$ cat config.mk
export PLATFORM = sky130hd
export DESIGN_NAME = mpwm_top
export DESIGN_NICKNAME = d
export VERILOG_FILES = /design/src/hw/mpwm_pkg.sv /design/src/hw/mpwm_cap_if.sv /design/src/hw/mpwm_top.sv /design/src/hw/mpwm_capture.sv /design/src/hw/mpwm_match_bank.sv
export SDC_FILE = /design/constraint.sdc
export NUM_CORES = 2
export LEC_CHECK = 0
export BUFFER_PORTS_ARGS = -buffer_cell sky130_fd_sc_hd__buf_2
export CAP_MARGIN = 25
export CORE_AREA = 4 4 305 187
export DETAILED_ROUTE_END_ITERATION = 10
export DIE_AREA = 0 0 309 191
export PLACE_DENSITY = 0.9
export SLEW_MARGIN = 5
export SYNTH_ARGS = -nofsm -noshare
export SYNTH_HDL_FRONTEND = slang
export SYNTH_SLANG_ARGS = --single-unit
$ cat constraint.sdc
create_clock -name core_clk -period 66.8 [get_ports core_clk]
set_clock_uncertainty 0.2 [all_clocks]
set_input_delay 3.34 -clock core_clk [delete_from_list [all_inputs] [get_ports core_clk]]
set_output_delay 3.34 -clock core_clk [all_outputs]
set_load 0.02 [all_outputs]
$ cat src/hw/mpwm_pkg.sv
package mpwm_pkg;
  // Block dimensions
  localparam int MPWM_NMATCH = 7;   // Match registers
  localparam int MPWM_NCAP   = 2;   // Capture channels
  localparam int MPWM_NOUT   = 6;   // Pulse outputs
  localparam int MPWM_NEXT   = 4;   // Match-driven external outputs
  // Register byte offsets
  localparam logic [7:0] MPWM_OFS_CTRL   = 8'h00;
  localparam logic [7:0] MPWM_OFS_PRESC  = 8'h04;
  localparam logic [7:0] MPWM_OFS_COUNT  = 8'h08;
  localparam logic [7:0] MPWM_OFS_PCNT   = 8'h0c;
  localparam logic [7:0] MPWM_OFS_MCTRL  = 8'h10;
  localparam logic [7:0] MPWM_OFS_REL    = 8'h14;
  localparam logic [7:0] MPWM_OFS_PSEL   = 8'h18;
  localparam logic [7:0] MPWM_OFS_CCTRL  = 8'h1c;
  localparam logic [7:0] MPWM_OFS_ECTRL  = 8'h20;
  localparam logic [7:0] MPWM_OFS_ISTAT  = 8'h24;
  localparam logic [7:0] MPWM_OFS_IMASK  = 8'h28;
  localparam logic [7:0] MPWM_OFS_EOUT   = 8'h2c;
  localparam logic [2:0] MPWM_PAGE_MATCH = 3'h2;  // 0x40..0x58
  localparam logic [2:0] MPWM_PAGE_CAP   = 3'h3;  // 0x60..0x6c
  // Control register fields
  localparam int MPWM_CB_EN    = 0;  // Counting enabled
  localparam int MPWM_CB_RST   = 1;  // Hold count and prescaler at zero
  localparam int MPWM_CB_PWM   = 2;  // Pulse mode on
  localparam int MPWM_CB_CNTM  = 3;  // Count capture-input edges
  localparam int MPWM_CB_CSEL  = 4;  // Two-bit input select
  localparam int MPWM_CB_SLAVE = 6;  // Start on partner sync pulse
  localparam int MPWM_CTRL_W   = 7;
  // Per-match control field (three bits each)
  localparam int MPWM_MC_INT  = 0;
  localparam int MPWM_MC_RST  = 1;
  localparam int MPWM_MC_STOP = 2;
  localparam int MPWM_MC_W    = 3;
  // Per-capture control field (three bits each)
  localparam int MPWM_CC_RISE = 0;
  localparam int MPWM_CC_FALL = 1;
  localparam int MPWM_CC_INT  = 2;
  localparam int MPWM_CC_W    = 3;
  localparam int MPWM_PS_OEN  = 8;   // Output enables start here
  // Reset values
  localparam logic [31:0] MPWM_WORD_RST = 32'h0;
  // External output action on match
  typedef enum logic [1:0] {
    MPWM_EXT_KEEP, MPWM_EXT_LOW, MPWM_EXT_HIGH, MPWM_EXT_TOGGLE
  } mpwm_ext_e;
  // Run state of the counter
  typedef enum logic [1:0] {ST_IDLE, ST_ARMED, ST_COUNT} mpwm_run_e;
endpackage

$ cat src/hw/mpwm_cap_if.sv
`timescale 1ns/1ps
`default_nettype none
interface mpwm_cap_if import mpwm_pkg::*; #(parameter int N = MPWM_NCAP);
  logic [31:0]             count;     // Live count
  logic [N*MPWM_CC_W-1:0]  cfg;       // Edge and interrupt selects
  logic [1:0]              cnt_sel;   // Input used as count source
  logic [N-1:0]            evt;       // Capture pulses
  logic [N-1:0][31:0]      val;       // Captured counts
  logic                    cnt_edge;  // Count-source rising edge
  modport ctl (output count, cfg, cnt_sel, input evt, val, cnt_edge);
  modport cap (input count, cfg, cnt_sel, output evt, val, cnt_edge);
endinterface
`default_nettype wire

$ cat src/hw/mpwm_top.sv
// The register addresses and the address-and-strobe port are this design's own decisions.
`timescale 1ns/1ps
`default_nettype none
module mpwm_top import mpwm_pkg::*; #(
  parameter int NUM_CAP = MPWM_NCAP  // Capture channels
) (
  input wire logic                 core_clk,   // 100 MHz clock
  input wire logic                 rst,        // Async reset, high
  input wire logic [7:0]           bus_addr,   // Register byte address
  input wire logic [31:0]          bus_wdata,  // Write data
  input wire logic                 bus_wr,     // Write strobe
  input wire logic                 bus_rd,     // Read strobe
  output logic [31:0]              bus_rdata,  // Read data, next cycle
  input wire logic [NUM_CAP-1:0]   cap_pin,    // Capture pins
  input wire logic                 sync_in,    // Start pulse from master
  output logic                     sync_out,   // Start pulse to slave
  output logic [MPWM_NOUT-1:0]     pwm_out,    // Pulse outputs 1..6
  output logic [MPWM_NEXT-1:0]     ext_out,    // Match-driven outputs
  output logic                     irq         // Level interrupt
);
  if (NUM_CAP < 1 || NUM_CAP > 4) begin : g_bad_cap
    $error("NUM_CAP must be 1..4");
  end
  localparam int ISW = MPWM_NMATCH + NUM_CAP;  // Status width

  // Register decode helpers
  function automatic logic is_match(input logic [7:0] a);
    return a[7:5] == MPWM_PAGE_MATCH && a[4:2] < 3'(MPWM_NMATCH);
  endfunction
  function automatic logic is_cap(input logic [7:0] a);
    return a[7:5] == MPWM_PAGE_CAP && a[4:2] < 3'(NUM_CAP);
  endfunction

  mpwm_run_e                        state_ff;     // Run state
  logic [MPWM_CTRL_W-1:0]           ctrl_ff;      // Control bits
  logic [31:0]                      presc_ff;     // Prescale limit
  logic [31:0]                      pcnt_ff;      // Prescale count
  logic [31:0]                      tc_ff;        // Main count
  logic [MPWM_NMATCH*MPWM_MC_W-1:0] mctl_ff;      // Match actions
  logic [MPWM_NOUT-1:0]             dbl_ff;       // Double-edge select
  logic [MPWM_NOUT-1:0]             oen_ff;       // Output enables
  logic [NUM_CAP*MPWM_CC_W-1:0]     cctl_ff;      // Capture config
  logic [2*MPWM_NEXT-1:0]           ectl_ff;      // External actions
  logic [ISW-1:0]                   istat_ff;     // Sticky events
  logic [ISW-1:0]                   imask_ff;     // Interrupt mask
  logic [MPWM_NEXT-1:0]             ext_ff;       // External levels
  logic [MPWM_NOUT-1:0]             out_ff;       // Pulse levels
  logic                             sync_out_ff;  // Start pulse
  logic [31:0]                      rdata_ff;     // Read data
  logic                             rd_bank_ff;   // Read came from bank
  logic [31:0]                      rd_nxt;       // Read mux
  logic [31:0]                      bank_q;       // Bank read data
  logic [MPWM_NMATCH-1:0]           rel_pend;     // Pending releases
  logic [MPWM_NMATCH-1:0][31:0]     act;          // Active matches
  logic [MPWM_NMATCH-1:0]           hit, mint, mrst, mstop;
  logic [MPWM_NOUT-1:0]             pset, pclr;   // Pulse set and clear
  logic                             run, tick_src, tick, rst_hit;
  logic                             stop_hit, apply, pwm, wr_ctrl;

  mpwm_cap_if #(.N(NUM_CAP)) cb ();

  mpwm_capture #(.N(NUM_CAP)) u_cap (
    .core_clk (core_clk),
    .rst      (rst),
    .cap_pin  (cap_pin),
    .cb       (cb.cap)
  );

  mpwm_match_bank #(.N(MPWM_NMATCH)) u_bank (
    .core_clk (core_clk),
    .rst      (rst),
    .wr_en    (bus_wr && is_match(bus_addr)),
    .wr_idx   (bus_addr[4:2]),
    .wr_data  (bus_wdata),
    .rel_set  ((bus_wr && bus_addr == MPWM_OFS_REL) ?
               bus_wdata[MPWM_NMATCH-1:0] : '0),
    .apply    (apply),
    .rd_idx   (bus_addr[4:2]),
    .rd_q     (bank_q),
    .rel_pend (rel_pend),
    .act      (act)
  );

  assign cb.count   = tc_ff;
  assign cb.cfg     = cctl_ff;
  assign cb.cnt_sel = ctrl_ff[MPWM_CB_CSEL +: 2];

  // Count source, prescale tick and match decode
  always_comb begin
    pwm      = ctrl_ff[MPWM_CB_PWM];
    run      = state_ff == ST_COUNT;
    tick_src = ctrl_ff[MPWM_CB_CNTM] ? cb.cnt_edge : 1'b1;
    tick     = run && tick_src && pcnt_ff == presc_ff;
    for (int i = 0; i < MPWM_NMATCH; i++) begin
      mint[i]  = mctl_ff[i*MPWM_MC_W+MPWM_MC_INT];
      mrst[i]  = mctl_ff[i*MPWM_MC_W+MPWM_MC_RST];
      mstop[i] = mctl_ff[i*MPWM_MC_W+MPWM_MC_STOP];
      hit[i]   = tick && tc_ff == act[i];
    end
    rst_hit  = |(hit & mrst) || (pwm && hit[0]);
    stop_hit = |(hit & mstop);
    // Pulse mode waits for the period restart; else immediate
    apply    = pwm ? hit[0] : 1'b1;
    wr_ctrl  = bus_wr && bus_addr == MPWM_OFS_CTRL;
  end

  // Set and clear terms of each pulse output
  always_comb begin
    for (int i = 0; i < MPWM_NOUT; i++) begin
      if (i > 0 && dbl_ff[i]) begin
        pset[i] = hit[i];
      end else begin
        // Zero width match means constant low
        pset[i] = hit[0] && act[i+1] != 32'h0;
      end
      pclr[i] = hit[i+1];
    end
  end

  // Run state; master and slave both leave armed together
  always_ff @(posedge core_clk or posedge rst) begin
    if (rst) begin
      state_ff <= ST_IDLE;
    end else begin
      case (state_ff)
        ST_IDLE: begin
          if (ctrl_ff[MPWM_CB_EN]) begin
            state_ff <= ST_ARMED;
          end
        end
        ST_ARMED: begin
          if (!ctrl_ff[MPWM_CB_EN]) begin
            state_ff <= ST_IDLE;
          end else if (!ctrl_ff[MPWM_CB_SLAVE] || sync_in) begin
            state_ff <= ST_COUNT;
          end
        end
        ST_COUNT: begin
          if (stop_hit || !ctrl_ff[MPWM_CB_EN]) begin
            state_ff <= ST_IDLE;
          end
        end
        default: state_ff <= ST_IDLE;
      endcase
    end
  end

  // Master sends its start pulse as it arms
  always_ff @(posedge core_clk or posedge rst) begin
    if (rst) begin
      sync_out_ff <= 1'b0;
    end else begin
      sync_out_ff <= state_ff == ST_IDLE && ctrl_ff[MPWM_CB_EN]
                     && !ctrl_ff[MPWM_CB_SLAVE];
    end
  end

  // Control; a stop match beats a same-cycle enable write
  always_ff @(posedge core_clk or posedge rst) begin
    if (rst) begin
      ctrl_ff <= '0;
    end else begin
      if (wr_ctrl) begin
        ctrl_ff <= bus_wdata[MPWM_CTRL_W-1:0];
      end
      if (stop_hit) begin
        ctrl_ff[MPWM_CB_EN] <= 1'b0;
      end
    end
  end

  // Configuration registers
  always_ff @(posedge core_clk or posedge rst) begin
    if (rst) begin
      presc_ff <= MPWM_WORD_RST;
      mctl_ff  <= '0;
      dbl_ff   <= '0;
      oen_ff   <= '0;
      cctl_ff  <= '0;
      ectl_ff  <= '0;
      imask_ff <= '0;
    end else if (bus_wr) begin
      case (bus_addr)
        MPWM_OFS_PRESC: presc_ff <= bus_wdata;
        MPWM_OFS_MCTRL: mctl_ff  <= bus_wdata[MPWM_NMATCH*MPWM_MC_W-1:0];
        MPWM_OFS_PSEL: begin
          dbl_ff <= bus_wdata[MPWM_NOUT-1:0];
          oen_ff <= bus_wdata[MPWM_PS_OEN +: MPWM_NOUT];
        end
        MPWM_OFS_CCTRL: cctl_ff  <= bus_wdata[NUM_CAP*MPWM_CC_W-1:0];
        MPWM_OFS_ECTRL: ectl_ff  <= bus_wdata[2*MPWM_NEXT-1:0];
        MPWM_OFS_IMASK: imask_ff <= bus_wdata[ISW-1:0];
        default: ;  // Unmapped writes are ignored
      endcase
    end
  end

  // Prescaler and main count; reset bit holds both at zero
  always_ff @(posedge core_clk or posedge rst) begin
    if (rst) begin
      pcnt_ff <= MPWM_WORD_RST;
      tc_ff   <= MPWM_WORD_RST;
    end else if (ctrl_ff[MPWM_CB_RST]) begin
      pcnt_ff <= MPWM_WORD_RST;
      tc_ff   <= MPWM_WORD_RST;
    end else if (run && tick_src) begin
      pcnt_ff <= tick ? 32'h0 : pcnt_ff + 32'h1;
      if (tick) begin
        tc_ff <= rst_hit ? 32'h0 : tc_ff + 32'h1;
      end
    end
  end

  // Pulse outputs; clear wins so equal edges give no glitch
  always_ff @(posedge core_clk or posedge rst) begin
    if (rst) begin
      out_ff <= '0;
    end else begin
      for (int i = 0; i < MPWM_NOUT; i++) begin
        if (!pwm || !oen_ff[i]) begin
          out_ff[i] <= 1'b0;
        end else if (pclr[i]) begin
          out_ff[i] <= 1'b0;
        end else if (pset[i]) begin
          out_ff[i] <= 1'b1;
        end
      end
    end
  end

  // External match outputs; a direct write presets the level
  always_ff @(posedge core_clk or posedge rst) begin
    if (rst) begin
      ext_ff <= '0;
    end else if (bus_wr && bus_addr == MPWM_OFS_EOUT) begin
      ext_ff <= bus_wdata[MPWM_NEXT-1:0];
    end else begin
      for (int i = 0; i < MPWM_NEXT; i++) begin
        if (hit[i]) begin
          case (mpwm_ext_e'(ectl_ff[2*i +: 2]))
            MPWM_EXT_LOW:    ext_ff[i] <= 1'b0;
            MPWM_EXT_HIGH:   ext_ff[i] <= 1'b1;
            MPWM_EXT_TOGGLE: ext_ff[i] <= !ext_ff[i];
            default:         ext_ff[i] <= ext_ff[i];
          endcase
        end
      end
    end
  end

  // Sticky status; a new event beats a write-one clear
  always_ff @(posedge core_clk or posedge rst) begin
    if (rst) begin
      istat_ff <= '0;
    end else begin
      istat_ff <= (istat_ff & ~((bus_wr && bus_addr == MPWM_OFS_ISTAT) ?
                   bus_wdata[ISW-1:0] : '0))
                | {cb.evt & cb_int(cctl_ff), hit & mint};
    end
  end

  function automatic logic [NUM_CAP-1:0] cb_int(
    input logic [NUM_CAP*MPWM_CC_W-1:0] c);
    for (int i = 0; i < NUM_CAP; i++) begin
      cb_int[i] = c[i*MPWM_CC_W+MPWM_CC_INT];
    end
  endfunction

  // Read mux; unmapped addresses read as zero
  always_comb begin
    rd_nxt = 32'h0;
    case (bus_addr)
      MPWM_OFS_CTRL:  rd_nxt = 32'(ctrl_ff);
      MPWM_OFS_PRESC: rd_nxt = presc_ff;
      MPWM_OFS_COUNT: rd_nxt = tc_ff;
      MPWM_OFS_PCNT:  rd_nxt = pcnt_ff;
      MPWM_OFS_MCTRL: rd_nxt = 32'(mctl_ff);
      MPWM_OFS_REL:   rd_nxt = 32'(rel_pend);
      MPWM_OFS_PSEL:  rd_nxt = 32'({oen_ff, 2'b00, dbl_ff});
      MPWM_OFS_CCTRL: rd_nxt = 32'(cctl_ff);
      MPWM_OFS_ECTRL: rd_nxt = 32'(ectl_ff);
      MPWM_OFS_ISTAT: rd_nxt = 32'(istat_ff);
      MPWM_OFS_IMASK: rd_nxt = 32'(imask_ff);
      MPWM_OFS_EOUT:  rd_nxt = 32'(ext_ff);
      default: begin
        if (is_cap(bus_addr)) begin
          rd_nxt = cb.val[bus_addr[3:2]];
        end
      end
    endcase
  end

  // Read data register; bank words come from its own register
  always_ff @(posedge core_clk or posedge rst) begin
    if (rst) begin
      rdata_ff   <= MPWM_WORD_RST;
      rd_bank_ff <= 1'b0;
    end else begin
      rd_bank_ff <= bus_rd && is_match(bus_addr);
      if (bus_rd) begin
        rdata_ff <= rd_nxt;
      end
    end
  end

  assign bus_rdata = rd_bank_ff ? bank_q : rdata_ff;
  assign sync_out  = sync_out_ff;
  assign pwm_out   = out_ff;
  assign ext_out   = ext_ff;
  assign irq       = |(istat_ff & imask_ff);
endmodule // mpwm_top
`default_nettype wire

$ cat src/hw/mpwm_capture.sv
`timescale 1ns/1ps
`default_nettype none
module mpwm_capture import mpwm_pkg::*; #(
  parameter int N = MPWM_NCAP  // Channels
) (
  input wire logic         core_clk,  // Clock
  input wire logic         rst,       // Async reset
  input wire logic [N-1:0] cap_pin,   // Raw capture pins
  mpwm_cap_if.cap          cb         // Link to the counter
);
  logic [N-1:0] s1_ff, s2_ff, prev_ff;  // Synchroniser and history
  logic [N-1:0][31:0] val_ff;           // Captured counts
  logic [N-1:0] rise, fall;             // Edges seen on clean copy
  logic [3:0]   rise4;                  // Padded for safe select

  // Two flops before use, third only for edge history
  always_ff @(posedge core_clk or posedge rst) begin
    if (rst) begin
      s1_ff   <= '0;
      s2_ff   <= '0;
      prev_ff <= '0;
    end else begin
      s1_ff   <= cap_pin;
      s2_ff   <= s1_ff;
      prev_ff <= s2_ff;
    end
  end

  // Edge decode from second stage only
  always_comb begin
    rise  = s2_ff & ~prev_ff;
    fall  = ~s2_ff & prev_ff;
    rise4 = 4'(rise);
    for (int i = 0; i < N; i++) begin
      cb.evt[i] = (rise[i] & cb.cfg[i*MPWM_CC_W+MPWM_CC_RISE])
                | (fall[i] & cb.cfg[i*MPWM_CC_W+MPWM_CC_FALL]);
    end
    cb.cnt_edge = rise4[cb.cnt_sel];
  end

  // Latch count on a selected edge
  always_ff @(posedge core_clk or posedge rst) begin
    if (rst) begin
      val_ff <= '0;
    end else begin
      for (int i = 0; i < N; i++) begin
        if (cb.evt[i]) begin
          val_ff[i] <= cb.count;
        end
      end
    end
  end
  assign cb.val = val_ff;
endmodule // mpwm_capture
`default_nettype wire

$ cat src/hw/mpwm_match_bank.sv
`timescale 1ns/1ps
`default_nettype none
module mpwm_match_bank import mpwm_pkg::*; #(
  parameter int N = MPWM_NMATCH  // Match words
) (
  input wire logic             core_clk,  // Clock
  input wire logic             rst,       // Async reset
  input wire logic             wr_en,     // Shadow write
  input wire logic [2:0]       wr_idx,    // Shadow index
  input wire logic [31:0]      wr_data,   // Shadow data
  input wire logic [N-1:0]     rel_set,   // Software release bits
  input wire logic             apply,     // Safe moment to apply
  input wire logic [2:0]       rd_idx,    // Read index
  output logic [31:0]          rd_q,      // Registered read data
  output logic [N-1:0]         rel_pend,  // Released, not yet applied
  output logic [N-1:0][31:0]   act        // Values in use
);
  if (N < 2 || N > 8) begin : g_bad_n
    $error("match bank needs 2..8 words");
  end
  logic [N-1:0][31:0] shadow_ff, act_ff;  // Written vs applied
  logic [N-1:0]       pend_ff;            // Release pending
  logic [31:0]        rd_q_ff;            // Read register

  // Software writes only reach the shadow copy
  always_ff @(posedge core_clk or posedge rst) begin
    if (rst) begin
      shadow_ff <= '0;
    end else if (wr_en && {1'b0, wr_idx} < 4'(N)) begin
      shadow_ff[wr_idx] <= wr_data;
    end
  end

  // Release is held until apply; a new release wins over clearing
  always_ff @(posedge core_clk or posedge rst) begin
    if (rst) begin
      pend_ff <= '0;
    end else begin
      pend_ff <= rel_set | (apply ? '0 : pend_ff);
    end
  end

  // Copy released words only at the apply moment
  always_ff @(posedge core_clk or posedge rst) begin
    if (rst) begin
      act_ff <= '0;
    end else begin
      for (int i = 0; i < N; i++) begin
        if (apply && pend_ff[i]) begin
          act_ff[i] <= shadow_ff[i];
        end
      end
    end
  end

  // Read port is registered, unused index gives zero
  always_ff @(posedge core_clk or posedge rst) begin
    if (rst) begin
      rd_q_ff <= MPWM_WORD_RST;
    end else begin
      // Index widened by one bit so a full bank of eight still decodes
      rd_q_ff <= ({1'b0, rd_idx} < 4'(N)) ? shadow_ff[rd_idx] : MPWM_WORD_RST;
    end
  end

  assign rd_q     = rd_q_ff;
  assign rel_pend = pend_ff;
  assign act      = act_ff;
endmodule // mpwm_match_bank
`default_nettype wire

==> flow_summary_export.csv <==
group,metric,value,unit
sta,finalHoldViolCount,0,
grt,grt_pass1_vias,26200,
route,drc,0,
synth,seq_area_frac_synth,52.6,%
placed_design,port_buffers,90,
worst_setup_path,cp_max_fo,37,
clock_tree,clkTransAtPathRegs,0.07,ns
floorplan,std_cell_rows,66,
worst_setup_path,cp.required,67.06,ns
placed_design,placed_area,37700,um2
worst_setup_path,endpoint_kind,"flip-flop",
worst_setup_path,max_stage_delay,0.70,ns
sta,slew_violations,0,
route,routed_wl,121000,um
synth,synth_top_area_share,52.6,%
sta,fmax,0.162,GHz
worst_hold_path,min_path_type,"flip-flop to flip-flop",
synth,synth_common_cells,"dfrtp_1, mux2_2, xor2_1",
worst_setup_path,cp-start-kind,"input pin",
clock_tree,clkLatencyLatePin,0.64,ns
status,status,"finished clean",
floorplan,die_h,191,um
route,drtIter0Drc,4415,
finish,final_cell_area,40200,um2
sta,setup_slack,60.64,ns
finish,fill_cells,3326,
sta,max_slew_margin,25.6,%
worst_setup_path,worstPathArrival,6.42,ns
synth,synth_edf_count,0,
flow_run,drv_cap,0,
sta,whs,0.163,ns
sta,fin_crit_sh,9.21,%
synth,synth-seq-cells,771,
synth,synth.area.top_cells,"dfrtp_1, mux2_2, xor2_1",
worst_setup_path,crit_type,"input pin to flip-flop",
finish,layout-drive-gt1-share,33.0,%
worst_setup_path,cp_common_cell,"buf_4",
synth,syn_inst,2903,
finish,nNetsFinal,3001,
grt,grt-ovfl-total,0,
grt,grt_pass1_wl,177000,um
floorplan,die_area,59000,um2
route,wire_per_inst,32.6,um
floorplan,core_area,54000,um2
worst_setup_path,path_buf_inv,3,
route,dr.pass1.iters,8,
route,drtAntennaViolNets,0,
synth,syn_nets,2960,
placed_design,place_hpwl,86000,um
synth,synthFlopType,"dfrtp_1",
synth,netlist-cell-type-count,61,
synth,synth_most_common_cell,"dfrtp_1",
placed_design,pre_cts_slack,59.47,ns
placed_design,gp_congestion,1.00,
sta,rsz0062_at_grt,"false",
pwr,cellPowerDensity,25.4,nW/um2
pwr,leakage,19.8,nW
sta,min_period,6.16,ns
clock_tree,cts_max_level,3,
clock_tree,cts_hold_buf,0,
synth,synthArstFlopShare,100,%
grt,antenna_found_initial,7,
synth,avgSynthCellArea,12.6,um2
clock_tree,clk_path_buf_depth,3,
clock_tree,cts_buffers,69,
synth,synth_area_leader_cell,"dfrtp_1",
clock_tree,root_buffer,"clkbuf_16",
grt,grt_use_total,41.4,%
finish,synthToLayoutAreaGrowth,9.46,%
synth,yosys_warnings,0,
pwr,worst_ir_drop_vdd,0.0000327,V
floorplan,pin_count,91,
floorplan,start_util,67.9,%
sta,worstMarginPinSlew,1.11,ns
worst_setup_path,path_delay_family,"buffers and inverters",
sta,tns,0,ns
worst_setup_path,ff2ff_setup_slack,62.38,ns
floorplan,die_w,309,um
clock_tree,cts_resized,0,
route,via_per_inst,7.11,
synth,netlist_area,36700,um2
grt,grt_max_degree,184,
route,num_vias,26400,
worst_setup_path,cp_cell_sequence,"buf_4, buf_4, nor2b_2, nand2_1, nor2_2, buf_4, a22o_1, a221oi_1, a31oi_1",
clock_tree,cts_tree,"done",
worst_setup_path,cp_slowest_cell,"buf_4",
pwr,finalPower,1.02,mW
clock_tree,numClockSinks,771,
clock_tree,post_cts_buffers,0,
sta,finalSetupViolCount,0,
-- worst paths after layout --
path                                               start                           endpoint  depth (start not counted)
worst max-delay path                         bus_addr[3]            rdata_ff[7]$_DFFE_PP0P_                          9
worst min-delay path            u_cap.s1_ff[1]$_DFF_PP0_           u_cap.s2_ff[1]$_DFF_PP0_                          0
worst max register to register  cb.count[24]$_DFFE_PP0P_        u_bank.act[112]$_DFFE_PP0P_                          9
worst min register to register  u_cap.s1_ff[1]$_DFF_PP0_           u_cap.s2_ff[1]$_DFF_PP0_                          0
max in group asynchronous                            rst       u_cap.cb.val[55]$_DFFE_PP0N_                          7
min in group asynchronous                            rst  u_bank.shadow_ff[117]$_DFFE_PP0P_                          2
-- layout by cell type (no fill, tap or decap), drive strengths merged, types with 41 or more instances in the layout --
| cell type | instances |
|---|---|
| nand4 | 72 |
| nor4 | 93 |
| mux2i | 64 |
| nand2 | 143 |
| xor2 | 155 |
| inv | 41 |
| xnor2 | 149 |
| nor2 | 138 |
| dfrtp | 771 |
| mux2 | 661 |
| clkbuf | 99 |
| buf | 165 |
| o21ai | 93 |
-- state kept, by name (all words and copies together) (netlist names), 7 cells and up --
name and cells:
istat_ff 9, u_bank.act 224, imask_ff 9, u_bank.rel_pend 7, u_cap.cb.val 64, ctrl_ff 7, mctl_ff 21, ectl_ff 8
presc_ff 32, cb.count 32, u_bank.rd_q 32, pcnt_ff 32, rdata_ff 32, u_bank.shadow_ff 224
-- power by group --
group	internal, mW	switching (mW)	total, mW
combinational	0.0351	0.0542	0.0894
clock	0.233	0.184	0.417
sequential	0.492	0.0234	0.515
-- layout make-up --
class	instances	area, um2	share of cell area (%)
Antenna cell	1	2.50	0.00623
Clock inverter	25	259	0.645
Inverter	35	139	0.346
Sequential cell	771	19300	48.0
Clock buffer	99	2070	5.16
Timing Repair Buffer	165	1140	2.84
Tap cell	714	893	2.22
Multi-Input combinational cell	1902	16400	40.7
-- routing by layer --
metal / track usage [%] / routed length (um) / vias to the layer above
met3: 15.6 / 18000 / 350
met2: 56.3 / 49500 / 1940
met5: 0 / 30 / -
met4: 13.5 / 4510 / 4
met1: 61.5 / 49200 / 13600
li1: - / - / 10500
-- through the flow --
stage / instances / util [%]
2_1_floorplan: 2903 / -
3_3_place_gp: 3580 / 69.7
3_5_place_dp: 3581 / 69.8
4_1_cts: 3705 / 74.1
5_1_grt: 3711 / 74.4
6_report: 3712 / 74.4
-- kinds of logic (layout without fill, tap and decap cells) --
family,count (synthesis),after routing,synth area share [%]
muxes,757,757,24.0
adders and majority gates,10,10,0.341
and+or+nand+nor,566,566,7.93
AOI/OAI and AO/OA,265,265,4.92
DFF,771,771,52.6
buffers and inverters,230,324,2.97
xor gates and xnor gates,304,304,7.26
other,0,1,0
(Power assumes the default switching activity.)
